**src/core/otpg_pkg.sv**
```systemverilog
/*
 * Shared constants and types of the output test pattern generator:
 * register map, reset values, field positions and the data word layout.
 * Assumes a 16-bit register port with an 8-bit word address.
 */
package otpg_pkg;

    localparam int LANES = 4;
    localparam int WORD_W = 10;
    localparam int LOW_W = 8;
    localparam int HIGH_W = 2;
    localparam int REG_W = 16;
    localparam int ADDR_W = 8;

    // Register word addresses
    localparam logic [7:0] ADDR_SPARE_STATUS_A = 8'h8a;
    localparam logic [7:0] ADDR_SPARE_STATUS_B = 8'h8b;
    localparam logic [7:0] ADDR_SPARE_CONTROL_A = 8'h8c;
    localparam logic [7:0] ADDR_SPARE_CONTROL_B = 8'h8d;
    localparam logic [7:0] ADDR_PATTERN_CONTROL = 8'h90;
    localparam logic [7:0] ADDR_SPARE_PATTERN_A = 8'h91;
    localparam logic [7:0] ADDR_PATTERN_LOW_01 = 8'h92;
    localparam logic [7:0] ADDR_PATTERN_LOW_23 = 8'h93;
    localparam logic [7:0] ADDR_SPARE_PATTERN_B = 8'h94;
    localparam logic [7:0] ADDR_SPARE_PATTERN_C = 8'h95;
    localparam logic [7:0] ADDR_PATTERN_HIGH = 8'h96;
    localparam logic [7:0] ADDR_PATTERN_STATUS = 8'h97;

    // Reset values
    localparam logic [15:0] RST_ZERO = 16'h0000;
    localparam logic [15:0] RST_SPARE_CONTROL_B = 16'hffff;
    localparam logic [15:0] RST_PATTERN_LOW_01 = 16'h0100;
    localparam logic [15:0] RST_PATTERN_LOW_23 = 16'h0302;
    localparam logic [15:0] RST_SPARE_PATTERN_B = 16'h0504;
    localparam logic [15:0] RST_SPARE_PATTERN_C = 16'h0706;

    // Control field positions
    localparam int BIT_INSERT = 0;
    localparam int BIT_RAMP = 1;
    localparam int BIT_PRBS = 2;
    localparam int BIT_FRAMED = 3;
    localparam int CTRL_W = 4;

    // Pseudo-random generator: x^15 + x^14 + 1
    localparam int PRBS_W = 15;
    localparam int PRBS_TAP_A = 14;
    localparam int PRBS_TAP_B = 13;
    localparam logic [14:0] PRBS_SEED = 15'h7fff;

    typedef struct packed {
        logic frameValid;
        logic lineValid;
        logic [LANES-1:0][WORD_W-1:0] lane;
    } otpg_word_type;

endpackage

```
**src/core/otpg_core.sv**
```systemverilog
/*
 * Output test pattern generator: sits in the four-lane output datapath
 * and replaces image words by a constant, ramping or pseudo-random
 * pattern under register control, through a two-entry output buffer.
 * Assumes one clock, a synchronous active-low reset and a receiver that
 * may stall with pixOutReady low at any time.
 */
// Our own choice: strobed register access.
module otpg_core
    import otpg_pkg::*;
(
    input wire logic clk,
    input wire logic resetn,
    input wire logic [ADDR_W-1:0] regAddr,
    input wire logic [REG_W-1:0] regWrData,
    input wire logic regWr,
    input wire logic regRd,
    output logic [REG_W-1:0] regRdData,
    input wire otpg_word_type pixIn,
    input wire logic pixInValid,
    output logic pixInReady,
    output otpg_word_type pixOut,
    output logic pixOutValid,
    input wire logic pixOutReady
);

    logic [CTRL_W-1:0] ctrl_q;
    logic [REG_W-1:0] low01_q;
    logic [REG_W-1:0] low23_q;
    logic [REG_W-1:0] high_q;
    logic [REG_W-1:0] spareC_q;
    logic [LANES-1:0][WORD_W-1:0] ramp_q;
    logic [PRBS_W-1:0] prbs_q;
    logic [PRBS_W-1:0] prbs_d;
    otpg_word_type skid_q;
    logic skidValid_q;
    otpg_word_type srcWord;
    logic srcValid;
    logic fire;
    logic outLoad;
    logic insertOn;
    logic rampOn;
    logic prbsOn;
    logic testOn;
    logic framedOn;

    // Configured word of one lane: high bits over the lane's low byte
    function automatic logic [WORD_W-1:0] cfgWord(
        input logic [REG_W-1:0] low01,
        input logic [REG_W-1:0] low23,
        input logic [REG_W-1:0] high,
        input int lane
    );
        logic [LOW_W-1:0] lowByte;
        logic [HIGH_W-1:0] highBits;
        lowByte = '0;
        highBits = high[lane*HIGH_W +: HIGH_W];
        case (lane)
            0: lowByte = low01[0 +: LOW_W];
            1: lowByte = low01[LOW_W +: LOW_W];
            2: lowByte = low23[0 +: LOW_W];
            3: lowByte = low23[LOW_W +: LOW_W];
            default: lowByte = '0;
        endcase
        return {highBits, lowByte};
    endfunction

    // Write-strobe decode used by every writable register
    function automatic logic wrHit(
        input logic wr,
        input logic [ADDR_W-1:0] addr,
        input logic [ADDR_W-1:0] target
    );
        return wr && (addr == target);
    endfunction

    assign insertOn = ctrl_q[BIT_INSERT];
    assign rampOn = ctrl_q[BIT_RAMP];
    assign prbsOn = ctrl_q[BIT_PRBS];
    assign framedOn = ctrl_q[BIT_FRAMED];
    assign testOn = insertOn || prbsOn;

    // Register writes

    always_ff @(posedge clk) begin
        if (!resetn) begin
            ctrl_q <= '0;
        end else if (wrHit(regWr, regAddr, ADDR_PATTERN_CONTROL)) begin
            ctrl_q <= regWrData[CTRL_W-1:0];
        end
    end

    always_ff @(posedge clk) begin
        if (!resetn) begin
            low01_q <= RST_PATTERN_LOW_01;
            low23_q <= RST_PATTERN_LOW_23;
        end else begin
            if (wrHit(regWr, regAddr, ADDR_PATTERN_LOW_01)) begin
                low01_q <= regWrData;
            end
            if (wrHit(regWr, regAddr, ADDR_PATTERN_LOW_23)) begin
                low23_q <= regWrData;
            end
        end
    end

    always_ff @(posedge clk) begin
        if (!resetn) begin
            high_q <= RST_ZERO;
            spareC_q <= RST_SPARE_PATTERN_C;
        end else begin
            if (wrHit(regWr, regAddr, ADDR_PATTERN_HIGH)) begin
                high_q <= regWrData;
            end
            if (wrHit(regWr, regAddr, ADDR_SPARE_PATTERN_C)) begin
                spareC_q <= regWrData;
            end
        end
    end

    // Register reads: data stand in the cycle after the strobe only
    always_ff @(posedge clk) begin
        if (!resetn) begin
            regRdData <= RST_ZERO;
        end else if (!regRd) begin
            regRdData <= RST_ZERO;
        end else begin
            case (regAddr)
                ADDR_SPARE_STATUS_A: regRdData <= RST_ZERO;
                ADDR_SPARE_STATUS_B: regRdData <= RST_ZERO;
                ADDR_SPARE_CONTROL_A: regRdData <= RST_ZERO;
                ADDR_SPARE_CONTROL_B: regRdData <= RST_SPARE_CONTROL_B;
                ADDR_PATTERN_CONTROL:
                    regRdData <= {{(REG_W-CTRL_W){1'b0}}, ctrl_q};
                ADDR_SPARE_PATTERN_A: regRdData <= RST_ZERO;
                ADDR_PATTERN_LOW_01: regRdData <= low01_q;
                ADDR_PATTERN_LOW_23: regRdData <= low23_q;
                ADDR_SPARE_PATTERN_B: regRdData <= RST_SPARE_PATTERN_B;
                ADDR_SPARE_PATTERN_C: regRdData <= spareC_q;
                ADDR_PATTERN_HIGH: regRdData <= high_q;
                ADDR_PATTERN_STATUS:
                    regRdData <= {{(REG_W-WORD_W){1'b0}}, ramp_q[0]};
                default: regRdData <= RST_ZERO;
            endcase
        end
    end

    // Source selection. Unframed test output runs free of the image
    // stream; incoming words are still accepted and dropped so the
    // upstream pipeline backs up only while the receiver stalls.
    assign srcValid = (testOn && !framedOn) ? 1'b1 : pixInValid;
    assign fire = srcValid && pixInReady;

    always_comb begin
        srcWord = pixIn;
        if (testOn) begin
            if (!framedOn) begin
                srcWord.frameValid = 1'b0;
                srcWord.lineValid = 1'b0;
            end
            for (int i = 0; i < LANES; i++) begin
                if (prbsOn) begin
                    srcWord.lane[i] = prbs_q[i +: WORD_W];
                end else if (rampOn) begin
                    srcWord.lane[i] = ramp_q[i];
                end else begin
                    srcWord.lane[i] =
                        cfgWord(low01_q, low23_q, high_q, i);
                end
            end
        end
    end

    // Ramp counters follow the configured word until the ramp runs,
    // so a ramp always starts from the value software last wrote.
    generate
        for (genvar g = 0; g < LANES; g++) begin : gRamp
            always_ff @(posedge clk) begin
                if (!resetn) begin
                    ramp_q[g] <= '0;
                end else if (!(insertOn && rampOn) || prbsOn) begin
                    ramp_q[g] <= cfgWord(low01_q, low23_q, high_q, g);
                end else if (fire) begin
                    ramp_q[g] <= ramp_q[g] + 1'b1;
                end
            end
        end
    endgenerate

    assign prbs_d = {prbs_q[PRBS_W-2:0],
                     prbs_q[PRBS_TAP_A] ^ prbs_q[PRBS_TAP_B]};

    always_ff @(posedge clk) begin
        if (!resetn) begin
            prbs_q <= PRBS_SEED;
        end else if (prbsOn && fire) begin
            prbs_q <= prbs_d;
        end
    end

    // Two-entry buffer: output register plus skid register. Ready is
    // registered, so a word caught while the receiver stalls goes to
    // the skid entry instead of being lost.
    assign outLoad = !pixOutValid || pixOutReady;

    always_ff @(posedge clk) begin
        if (!resetn) begin
            pixOutValid <= 1'b0;
            pixOut <= '0;
        end else if (outLoad) begin
            if (skidValid_q) begin
                pixOutValid <= 1'b1;
                pixOut <= skid_q;
            end else begin
                pixOutValid <= fire;
                pixOut <= srcWord;
            end
        end
    end

    always_ff @(posedge clk) begin
        if (!resetn) begin
            skidValid_q <= 1'b0;
            skid_q <= '0;
        end else if (outLoad) begin
            skidValid_q <= 1'b0;
        end else if (fire) begin
            skidValid_q <= 1'b1;
            skid_q <= srcWord;
        end
    end

    always_ff @(posedge clk) begin
        if (!resetn) begin
            pixInReady <= 1'b0;
        end else begin
            pixInReady <= outLoad || !(skidValid_q || fire);
        end
    end
endmodule

```
**config.mk**
```make
export PLATFORM = sky130hd
export DESIGN_NAME = otpg_core
export DESIGN_NICKNAME = d
export VERILOG_FILES = /design/src/core/otpg_pkg.sv /design/src/core/otpg_core.sv
export SDC_FILE = /design/constraint.sdc
export NUM_CORES = 1
export LEC_CHECK = 0
export BUFFER_PORTS_ARGS = -buffer_cell sky130_fd_sc_hd__buf_4
export CELL_PAD_IN_SITES_DETAIL_PLACEMENT = 1
export CELL_PAD_IN_SITES_GLOBAL_PLACEMENT = 1
export CORE_ASPECT_RATIO = 0.9
export CORE_MARGIN = 5
export CORE_UTILIZATION = 45
export CTS_BUF_LIST = sky130_fd_sc_hd__clkbuf_16
export CTS_CLUSTER_DIAMETER = 200
export CTS_CLUSTER_SIZE = 16
export DETAILED_ROUTE_END_ITERATION = 10
export PLACE_DENSITY = 0.83
export SKIP_LAST_GASP = 1
export SLEW_MARGIN = 40
export SYNTH_ARGS = -nofsm -noshare
export SYNTH_HDL_FRONTEND = slang
export SYNTH_SLANG_ARGS = --single-unit
```
**constraint.sdc**
```tcl
create_clock -name clk -period 1.7 [get_ports clk]
set_input_delay 0 -clock clk [delete_from_list [all_inputs] [get_ports clk]]
set_output_delay 0 -clock clk [all_outputs]
set_load 0.01 [all_outputs]
```
### Word level (Yosys, flattened, before mapping)

Index checks and enable logic that the tools add are counted.

| word-level totals | value |
|---|---|
| register bits after elaboration | 226 |
| output and inout bits | 60 |

| cells by class | value |
|---|---|
| add/sub/neg operators | 4 |
| reduce and logical (&&, ||, !) cells | 22 |
| muxes and demuxes | 22 |
| equality and inequality tests | 8 |
| bitwise gates (word level) | 3 |

Operators with widths:

| kind | number |
|---|---|
| $mux W10 | 16 |
| $pmux W16 S8 | 1 |
| $mux W42 | 2 |
| $eq A8 B8 Y1 const B | 8 |
| $add A10 B1 Y10 const B | 4 |
| $logic_and A1 B1 Y1 | 9 |
| $logic_or A1 B1 Y1 | 5 |
| $logic_not A1 Y1 | 4 |
| $reduce_and A2 Y1 | 2 |
| $mux W1 | 2 |
| $mux W2 | 1 |
| $not A1 Y1 | 2 |
| $reduce_bool A2 Y1 | 1 |
| $reduce_or A2 Y1 | 1 |
| $xor A1 B1 Y1 | 1 |

### Depth between registers and ports, before layout

Gate-level depths: netlist (run 1).

| logic depth | value |
|---|---|
| depth after elaboration | 7 |
| mapped depth | 7 |
| depth with buffers taken out | 4 |

### Least setup slack after synthesis (run 1)

No wires, ideal clock.

| path | value |
|---|---|
| kind | register -> register |
| start | register ctrl_q[1] |
| end | register skid_q[1] (netlist bit) |
| path slack | 0.187 ns |
| library setup time | 0.137 ns |
| buffers on the path | 2 |
| stages on the path, launching flop included | 6 |
| required time | 1.563 ns |
| arrival | 1.376 ns |
| cell sequence | dfxtp_1 > buf_2 > buf_2 > mux2_2 > a221oi_1 > a211oi_1 |

| between the ends | value |
|---|---|
| longest elaborated chain between the ends | 3 |

RTL lines:

| element | line | RTL |
|---|---|---|
| start, declared | otpg_core.sv:27 | `logic [CTRL_W-1:0] ctrl_q;` |
| start signal, assigned | otpg_core.sv:89 | `ctrl_q <= regWrData[CTRL_W-1:0];` |
| $mux W10 | otpg_core.sv:164 | `end else if (rampOn) begin` |
| $mux W10 | otpg_core.sv:162 | `if (prbsOn) begin` |
| $mux W42 | otpg_core.sv:156 | `if (testOn) begin` |
| end signal, assigned | otpg_core.sv:229 | `skid_q <= srcWord;` |
| end, declared | otpg_core.sv:35 | `otpg_word_type skid_q;` |

Every way passes these cells.
A chain may end at the register's enable or synchronous reset.

### Worst setup path after layout (run 1)

| path | value |
|---|---|
| start | register ctrl_q[1] |
| end | register pixOut[24] (netlist bit) |

| between the ends | value |
|---|---|
| longest elaborated chain between the ends | 4 |

RTL lines:

| element | line | RTL |
|---|---|---|
| $mux W10 | otpg_core.sv:164 |  |
| $mux W10 | otpg_core.sv:162 |  |
| $mux W42 | otpg_core.sv:156 |  |
| $mux W42 | otpg_core.sv:211 | `if (skidValid_q) begin` |
| end signal, assigned | otpg_core.sv:213 | `pixOut <= skid_q;` |
| end signal, assigned | otpg_core.sv:216 | `pixOut <= srcWord;` |
| end, declared | otpg_core.sv:22 | `output otpg_word_type pixOut,` |

Every way passes these cells.

==> flow_metrics.env, run 1 <==
export IMPL_path_delay_family="compound AO/OA/AOI/OAI gates"
export IMPL_hold_path_class="in -> reg"
export IMPL_dr_total_vias=11358
export IMPL_worstSetupEndpointType="flop"
export IMPL_synth_top_area_share=0.434
export IMPL_worstSetupPathDepth=4
export IMPL_start_kind="flop"
export IMPL_synth_seq_cells=226
export IMPL_worst_path_max_fanout=11
export IMPL_synth_yosys_warnings=0
export IMPL_design_die_area_sq_um=26300
export IMPL_track_usage=0.315
export IMPL_power_density_nw_per_um2=790
export IMPL_io_pins=132
export IMPL_drt_iter0_drc=1677
export IMPL_synth_cell_type_count=64
export IMPL_status="finished, violations left"
export IMPL_first_global_vias=11188
export IMPL_drt_first_pass_iters=6
export IMPL_fillCellCount=2524
export IMPL_clk_latency_ps=510
export IMPL_via_per_inst=6.96
export IMPL_antenna_found_initial=2
export IMPL_fin_skew_ps=18.6
export IMPL_r2r_end="pixOut[24]$_SDFFE_PN0P_"
export IMPL_wl_mm=49.2
export IMPL_pre_cts_slack_ps=-67.1
export IMPL_syn_avg_cell_area_sq_um=9.27
export IMPL_dpl_cell_area_sq_um=12000
export IMPL_post_drt_wl_per_cell_um=30.2
export IMPL_grt_pass1_wl_mm=65.7
export IMPL_violations="negative setup slack"
export IMPL_holdWs_ps=17.2
export IMPL_crit_type="reg -> reg"
export IMPL_htreeDepth=1
export IMPL_finish_utilization=0.595
export IMPL_die_x_um=170
export IMPL_finalHoldViolations=0
export IMPL_min_from="pixIn[31]"
export IMPL_cp_endpoint="pixOut[24]$_SDFFE_PN0P_"
export IMPL_crit_required_ps=2040
export IMPL_worst_slack_ps=-472
export IMPL_syn_inst=1125
export IMPL_synth_edf_count=0
export IMPL_dp_final_hpwl_mm=27.8
export IMPL_core_area_sq_um=22600
export IMPL_ant_nets=0
export IMPL_finalInstanceArea_sq_um=13500
export IMPL_synth_top_area_cell="dfxtp_1"
export IMPL_crit_reg2reg_launch="ctrl_q[1]$_SDFFE_PN0P_"
export IMPL_final_layout_size_suffix_gt1_frac=0.256
export IMPL_die_h_um=154
export IMPL_cp_slowest_stage_delay_ps=690
export IMPL_clockBufferDepth=3
export IMPL_r2r_slack_ps=-470
export IMPL_setup_tns_ps=-2280
export IMPL_fmax_mhz=460
export IMPL_drc=0
export IMPL_synth_commonest_cells="dfxtp_1 (226), o21ai_0 (98), nor2_1 (94)"
export IMPL_area_growth_pct=29.2
export IMPL_reg2reg_depth=4
export IMPL_synth_area_leaders="dfxtp_1 (43%), mux2i_1 (6.9%), mux2_2 (5.5%)"
export IMPL_root_buffer="clkbuf_16"
export IMPL_syn_num_nets=1201
export IMPL_fp_row_count=52
export IMPL_cts_tree="yes"
export IMPL_io_buffers=131
export IMPL_finalCritPeriodShare=1.28
export IMPL_yosysSeqAreaShare=0.434
export IMPL_cts_made_buffers=18
export IMPL_power_leakage_nw=5.34
export IMPL_yosysMostFrequentCell="dfxtp_1"
export IMPL_ir_worst_vdd_mv=0.587
export IMPL_synth_main_ff_cell="dfxtp_1"
export IMPL_grt_overflow=0
export IMPL_maxCapViolations=0
export IMPL_clk_pin_slew_ps=90
export IMPL_nets=1409
export IMPL_routabilityCongestion=0.957
export IMPL_syn_area_sq_um=10400
export IMPL_cp_num_buf_inv=1
export IMPL_crit_start="ctrl_q[1]$_SDFFE_PN0P_"
export IMPL_setup_violations_final=32
export IMPL_clock_sinks=226
export IMPL_post_route_min_period_ps=2170
export IMPL_initial_core_util=0.461
export IMPL_rsz0062_at_grt="true"
export IMPL_crit_chain="buf_4 > mux2_2 > a221oi_1 > o21ai_0"
export IMPL_grt_start_max_net_pins=51
export IMPL_cp_data_arrival_time_ps=2510
export IMPL_relSlewSlack=0.466
export IMPL_slew_violations=0
export IMPL_worstMarginPinSlew_ps=801
export IMPL_async_reset_ff_frac=0
export IMPL_slowest_stage="a221oi_1"
==> per-stage QoR <==
| stage | std cells | power (mW) |
|---|---|---|
| finish | 1631 | 10.6 |
| CTS | 1621 | 10.4 |
| global route | 1631 | 10.8 |
| floorplan | 1125 | 5.94 |
| global placement | 1536 | 6.38 |
| detailed placement | 1536 | 6.40 |
==> layout make-up <==
class                      count  area [sq um]  area share
antenna                        1          2.50    0.000186
clock buffer                  19           475      0.0353
clock inverter                 1          16.3     0.00121
inverter                       5          18.8     0.00139
multi-input combinational    793          5530       0.410
sequential                   226          4530       0.336
tap                          297           372      0.0276
timing repair buffer         289          2530       0.188
==> layer usage <==
metal  vias up  global-route usage  share of wire
met4         0               0.143          0.080
met2       957               0.534           0.46
met5         -                   0              0
met3       341              0.0607           0.10
met1      5447               0.387           0.35
li1       4613                   -              -
==> worst reg2reg max path, delay by kind of cell (launching register included) <==
family | cells | cell delay (ps)
buf+inv | 1 | 250
mux | 1 | 380
compound gates | 2 | 960
flops | 1 | 400
==> how the worst min path moves through the flow <==
stage                                    end  slack, ps  cells past startpoint
global route         skid_q[31]$_SDFFE_PN0P_         20                      4
detailed placement  low23_q[13]$_SDFFE_PN0P_        260                      3
CTS                  pixOut[31]$_SDFFE_PN0P_          6                      4
global placement     low23_q[6]$_SDFFE_PN0P_        250                      3
floorplan            low01_q[8]$_SDFFE_PN1P_        130                      2
finish               skid_q[31]$_SDFFE_PN0P_         20                      4
==> cells by family (layout without fill, tap and decap cells) <==
group / after synthesis / after routing / synth area share
AOI/OAI and AO/OA: 356 / 356 / 0.230
xor gates and xnor gates: 20 / 20 / 0.0168
adders and majority gates: 4 / 4 / 0.00480
buffers and inverters: 106 / 314 / 0.0533
DFF: 226 / 226 / 0.434
muxes: 124 / 124 / 0.126
other: 0 / 1 / 0
and+or+nand+nor: 289 / 289 / 0.135
==> layout by cell type, fill, tap and decap left out, types with 8 or more instances in the layout <==
cell / netlist / layout
dfxtp_1: 226 / 225
and2_1: 16 / 16
o2111ai_1: 12 / 11
a21oi_1: 39 / 38
o21ai_1: 7 / 8
xor2_1: 15 / 14
a31oi_1: 24 / 24
nor2b_1: 9 / 8
mux2_2: 51 / 51
o21ai_0: 98 / 97
a22oi_1: 44 / 44
and3_1: 13 / 12
dlygate4sd3_1: 0 / 65
nor2_1: 94 / 92
buf_4: 11 / 206
a221oi_2: 0 / 10
a221oi_1: 38 / 27
buf_12: 0 / 13
a211oi_1: 42 / 38
nand2_1: 72 / 72
nand3_1: 38 / 38
clkbuf_16: 0 / 20
mux2i_1: 72 / 72
==> state kept, by name, indices dropped and copies added, names as in the netlist <==
register / cells
regRdData: 16
pixInReady: 1
low01_q: 16
pixOutValid: 1
ramp_q: 40
pixOut: 42
high_q: 16
ctrl_q: 4
skidValid_q: 1
low23_q: 16
prbs_q: 15
spareC_q: 16
skid_q: 42
==> power breakdown <==
group / internal (mW) / total (mW) / switching (mW)
registers: 5.38 / 5.46 / 0.0785
logic: 0.490 / 1.08 / 0.590
clock network: 2.01 / 4.09 / 2.09
==> what timing repair did <==
item	CTS	global route
gates resized for setup	3	35
setup buffers	0	8
setup endpoints to repair	11	69
pin swaps	0	5
endpoints found under the hold margin	158	0
hold buffers	65	0
gates cloned	0	1
No activity file was read; power rests on OpenSTA's default activity.
==> inputs of run 2 (changes only) <==
--- a/config.mk
+++ b/config.mk
@@ -8,14 +8,14 @@
 export BUFFER_PORTS_ARGS = -buffer_cell sky130_fd_sc_hd__buf_4
 export CELL_PAD_IN_SITES_DETAIL_PLACEMENT = 1
 export CELL_PAD_IN_SITES_GLOBAL_PLACEMENT = 1
-export CORE_ASPECT_RATIO = 0.9
+export CORE_ASPECT_RATIO = 0.7
 export CORE_MARGIN = 5
-export CORE_UTILIZATION = 45
+export CORE_UTILIZATION = 40
 export CTS_BUF_LIST = sky130_fd_sc_hd__clkbuf_16
-export CTS_CLUSTER_DIAMETER = 200
+export CTS_CLUSTER_DIAMETER = 30
 export CTS_CLUSTER_SIZE = 16
 export DETAILED_ROUTE_END_ITERATION = 10
-export PLACE_DENSITY = 0.83
+export PLACE_DENSITY = 0.78
 export SKIP_LAST_GASP = 1
 export SLEW_MARGIN = 40
 export SYNTH_ARGS = -nofsm -noshare
==> constraint.sdc (replaced) <==
create_clock -name clk -period 1.9 [get_ports clk]
set_input_delay 0 -clock clk [delete_from_list [all_inputs] [get_ports clk]]
set_output_delay 0 -clock clk [all_outputs]
set_load 0.01 [all_outputs]
==> flow_metrics.env, run 2 (same netlist as run 1, synthesis figures left out) <==
export IMPL_status="finished, violations left"
export IMPL_violations="negative setup slack"
export IMPL_grt_overflow=0
export IMPL_dr_total_vias=10406
export IMPL_final_common_cell="dfxtp_1"
export IMPL_relSlewSlack=0.435
export IMPL_clock_sinks=226
export IMPL_htreeDepth=2
export IMPL_crit_required_ps=2310
export IMPL_layout_top_registers="pixOut (42), skid_q (42), ramp_q (40)"
export IMPL_finalInstanceArea_sq_um=13900
export IMPL_setup_violations_final=3
export IMPL_area_growth_pct=33.4
export IMPL_rsz0062_at_grt="true"
export IMPL_dpl_cell_area_sq_um=11800
export IMPL_start_kind="flop"
export IMPL_drt_iter0_drc=976
export IMPL_r2r_slack_ps=-40
export IMPL_holdWs_ps=71.2
export IMPL_setup_tns_ps=-86.6
export IMPL_fillCellCount=2838
export IMPL_first_global_vias=10684
export IMPL_fp_row_count=49
export IMPL_cp_data_arrival_time_ps=2350
export IMPL_min_path_cells=5
export IMPL_antenna_found_initial=1
export IMPL_crit_start="ctrl_q[0]$_SDFFE_PN0P_"
export IMPL_clockBufferDepth=3
export IMPL_die_h_um=145
export IMPL_cts_setup_buffers=0
export IMPL_power_leakage_nw=5.59
export IMPL_slew_violations=0
export IMPL_final_cell_mix="dfxtp_1 (224), buf_4 (175), o21ai_0 (98)"
export IMPL_cp_endpoint="skid_q[9]$_SDFFE_PN0P_"
export IMPL_crit_reg2reg_launch="ctrl_q[0]$_SDFFE_PN0P_"
export IMPL_nets=1397
export IMPL_post_route_min_period_ps=1940
export IMPL_reg2reg_depth=4
export IMPL_routabilityCongestion=0.891
export IMPL_dp_final_hpwl_mm=27.3
export IMPL_drc=0
export IMPL_maxCapViolations=0
export IMPL_io_pins=132
export IMPL_via_per_inst=6.18
export IMPL_hold_path_class="in -> reg"
export IMPL_fin_cells=1684
export IMPL_crit_type="reg -> reg"
export IMPL_worst_slack_ps=-38.0
export IMPL_worstSetupEndpointType="flop"
export IMPL_track_usage=0.268
export IMPL_power_density_nw_per_um2=962
export IMPL_initial_core_util=0.406
export IMPL_root_buffer="clkbuf_16"
export IMPL_io_buffers=131
export IMPL_cts_tree="yes"
export IMPL_worst_path_max_fanout=24
export IMPL_die_x_um=203
export IMPL_pre_cts_slack_ps=11.5
export IMPL_finalCritPeriodShare=1.02
export IMPL_grt_start_max_net_pins=53
export IMPL_total_power_mw=13.4
export IMPL_grt_pass1_wl_mm=63.4
export IMPL_finish_utilization=0.542
export IMPL_r2r_end="skid_q[9]$_SDFFE_PN0P_"
export IMPL_clk_pin_slew_ps=50
export IMPL_clk_latency_ps=530
export IMPL_dp_cells=1539
export IMPL_core_area_sq_um=25700
export IMPL_design_die_area_sq_um=29500
export IMPL_final_layout_size_suffix_gt1_frac=0.236
export IMPL_ant_nets=0
export IMPL_drt_first_pass_iters=5
export IMPL_fmax_mhz=516
export IMPL_ir_worst_vdd_mv=0.595
export IMPL_cts_made_buffers=45
export IMPL_finalHoldViolations=0
export IMPL_fin_skew_ps=20.1
export IMPL_wl_mm=41.0
export IMPL_post_drt_wl_per_cell_um=24.4
export IMPL_worstMarginPinSlew_ps=843
[run 2: cell types whose count changed in the layout (fill, tap and decap cells not counted), sizes merged, moves of 4 or more]
cell | previous run | this run
bufinv | 0 | 6
clkbuf | 20 | 45
clkinvlp | 0 | 4
inv | 6 | 15
clkinv | 0 | 13
buf | 223 | 184
[run 2: timing repair]
action | 4_1_cts | 5_1_grt
hold buffers | 66 | 0
gates resized for setup | 2 | 0
hold endpoints to repair | 181 | 0
setup endpoints to repair | 6 | 19
[run 2: report_power, final]
group / total [mW] / internal (mW) / switching, mW / leakage, nW
Sequential: 4.90 / 4.84 / 0.0635 / 1.84
Combinational: 0.861 / 0.401 / 0.460 / 3.03
Clock: 7.63 / 5.06 / 2.57 / 0.725
Total: 13.4 / 10.3 / 3.09 / 5.59
[run 2: worst min-delay path by stage]
| stage | start | to | slack (ps) |
|---|---|---|---|
| floorplan | regWrData[8] | low01_q[8]$_SDFFE_PN1P_ | 130 |
| global placement | regWrData[8] | low01_q[8]$_SDFFE_PN1P_ | 250 |
| detailed placement | regWrData[8] | spareC_q[8]$_SDFFE_PN1P_ | 260 |
| CTS | regAddr[3] | regRdData[8]$_SDFF_PN0_ | 50 |
| global route | regAddr[3] | regRdData[8]$_SDFF_PN0_ | 130 |
| finish | regAddr[3] | regRdData[8]$_SDFF_PN0_ | 70 |
[run 2: layer usage]
metal  up-vias  track usage  part of all wire
li1       4625            -                 -
met5         -            0                 0
met1      5178        0.362              0.43
met3       107       0.0509             0.080
met4         0       0.0841             0.029
met2       496        0.434              0.46
[run 2: worst max-delay path: stages, from the launching register on]
cell and delay [ps]:
dfxtp_1 400, nor2b_2 730, buf_12 260, a221oi_1 140, a211oi_1 290
[run 2: area by class of cell]
class | instances | area [sq um] | share of cell area
Inverter | 5 | 18.8 | 0.00135
Antenna cell | 1 | 2.50 | 0.000180
Multi-Input combinational cell | 793 | 5370 | 0.386
Tap cell | 331 | 414 | 0.0298
Sequential cell | 226 | 4530 | 0.325
Timing Repair Buffer | 250 | 2150 | 0.154
Clock inverter | 33 | 312 | 0.0224
Clock buffer | 45 | 1130 | 0.0809
==> inputs of run 3 (changes only) <==
--- a/config.mk
+++ b/config.mk
@@ -16,6 +16,7 @@
 export CTS_CLUSTER_SIZE = 16
 export DETAILED_ROUTE_END_ITERATION = 10
 export PLACE_DENSITY = 0.78
+export SETUP_SLACK_MARGIN = 0.15
 export SKIP_LAST_GASP = 1
 export SLEW_MARGIN = 40
 export SYNTH_ARGS = -nofsm -noshare
==> flow_metrics.env, run 3 (same netlist as run 1, synthesis figures left out) <==
export IMPL_setup_violations_final=0
export IMPL_drc=0
export IMPL_maxCapViolations=0
export IMPL_grt_pass1_wl_mm=64.7
export IMPL_wl_mm=43.5
export IMPL_final_common_cell="dfxtp_1"
export IMPL_design_die_area_sq_um=29500
export IMPL_grt_start_max_net_pins=44
export IMPL_ir_worst_vdd_mv=0.588
export IMPL_finalCritPeriodShare=0.957
export IMPL_io_buffers=131
export IMPL_reg2reg_depth=4
export IMPL_clk_pin_slew_ps=50
export IMPL_initial_core_util=0.406
export IMPL_dp_final_hpwl_mm=27.3
export IMPL_cts_made_buffers=45
export IMPL_crit_reg2reg_launch="ctrl_q[1]$_SDFFE_PN0P_"
export IMPL_clk_latency_ps=520
export IMPL_crit_required_ps=2240
export IMPL_root_buffer="clkbuf_16"
export IMPL_post_drt_wl_per_cell_um=25.7
export IMPL_ant_nets=0
export IMPL_relSlewSlack=0.611
export IMPL_drt_first_pass_iters=5
export IMPL_antenna_found_initial=2
export IMPL_area_growth_pct=35.9
export IMPL_htreeDepth=2
export IMPL_first_global_vias=10845
export IMPL_cp_endpoint="pixOut[22]$_SDFFE_PN0P_"
export IMPL_drt_iter0_drc=1146
export IMPL_cts_tree="yes"
export IMPL_track_usage=0.274
export IMPL_routabilityCongestion=0.891
export IMPL_io_pins=132
export IMPL_clockBufferDepth=3
export IMPL_rsz0062_at_grt="true"
export IMPL_crit_type="reg -> reg"
export IMPL_crit_start="ctrl_q[1]$_SDFFE_PN0P_"
export IMPL_post_route_min_period_ps=1820
export IMPL_nets=1402
export IMPL_status="completed"
export IMPL_core_area_sq_um=25700
export IMPL_clock_sinks=226
export IMPL_worst_path_max_fanout=29
export IMPL_die_x_um=203
export IMPL_finalHoldViolations=0
export IMPL_cp_data_arrival_time_ps=2160
export IMPL_power_density_nw_per_um2=947
export IMPL_power_leakage_nw=5.65
export IMPL_r2r_slack_ps=80
export IMPL_die_h_um=145
export IMPL_worstMarginPinSlew_ps=582
export IMPL_hold_path_class="in -> reg"
export IMPL_worstSetupEndpointType="flop"
export IMPL_slew_violations=0
export IMPL_start_kind="flop"
export IMPL_r2r_end="pixOut[22]$_SDFFE_PN0P_"
export IMPL_via_per_inst=6.25
export IMPL_fmax_mhz=550
export IMPL_fin_skew_ps=14.6
export IMPL_fp_row_count=49
export IMPL_final_cell_mix="dfxtp_1 (222), buf_4 (175), o21ai_0 (98)"
export IMPL_setup_tns_ps=0
export IMPL_finish_utilization=0.552
export IMPL_layout_top_registers="pixOut (42), skid_q (42), ramp_q (40)"
export IMPL_final_layout_size_suffix_gt1_frac=0.257
export IMPL_grt_overflow=0
export IMPL_dr_total_vias=10563
## run 3: changes by cell type in the layout (fill, tap and decap cells not counted), sizes merged
cell and change:
buf +4, bufbuf +1
## run 3: how the worst min path moves through the flow
stage                                           to  slack, ps         start  cells after the start
after global placement     low01_q[8]$_SDFFE_PN1P_        250  regWrData[8]                      3
after global routing       regRdData[8]$_SDFF_PN0_        130    regAddr[3]                      5
after detailed placement  spareC_q[8]$_SDFFE_PN1P_        260  regWrData[8]                      3
final                      regRdData[8]$_SDFF_PN0_         70    regAddr[3]                      5
after floorplan            low01_q[8]$_SDFFE_PN1P_        130  regWrData[8]                      2
after CTS                  regRdData[8]$_SDFF_PN0_         50    regAddr[3]                      5
## run 3: where the power goes
| group | switching, mW | total (mW) | internal, mW |
|---|---|---|---|
| logic | 0.484 | 0.902 | 0.419 |
| registers | 0.0650 | 4.90 | 4.83 |
| clock network | 2.56 | 7.62 | 5.06 |
| total | 3.11 | 13.4 | 10.3 |
## run 3: cell type report
class,count,area [sq um]
Clock buffer,45,1130
Clock inverter,33,312
Antenna cell,1,2.50
Multi-Input combinational cell,793,5520
Sequential cell,226,4530
Fill cell,2813,11500
Timing Repair Buffer,255,2240
Inverter,5,18.8
Tap cell,331,414
## run 3: repair_timing
item,CTS,global route
gates resized for setup,15,29
setup buffers,0,4
pin swaps,0,1
cloned,1,0
endpoints found under the hold margin,181,0
endpoints found under the setup margin,68,84
hold buffers,66,0
## run 3: layer usage
metal,global-route usage,up-vias,part of all wire
met1,0.362,5231,0.42
met4,0.0946,2,0.034
met2,0.444,564,0.46
met5,0,-,0.00023
met3,0.0634,128,0.089
li1,-,4638,-
## run 3: critical path, stage by stage (launching register included)
cell and delay (ps):
dfxtp_4 430, buf_12 230, mux2_2 380, a221oi_2 360, o21ai_0 250
## run 3: stage by stage
| step | instances | worst slack (ps) | total power [mW] | area (sq um) | hold slack [ps] |
|---|---|---|---|---|---|
| after floorplan | 1125 | 387 | 5.31 | 10400 | 125 |
| after global placement | 1539 | 116 | 5.70 | 11800 | 253 |
| after detailed placement | 1539 | 11.5 | 5.71 | 11800 | 263 |
| after CTS | 1684 | 101 | 13.4 | 14000 | 46.4 |
| after global routing | 1689 | 80.2 | 13.8 | 14200 | 126 |
| final | 1689 | 81.1 | 13.4 | 14200 | 70.0 |
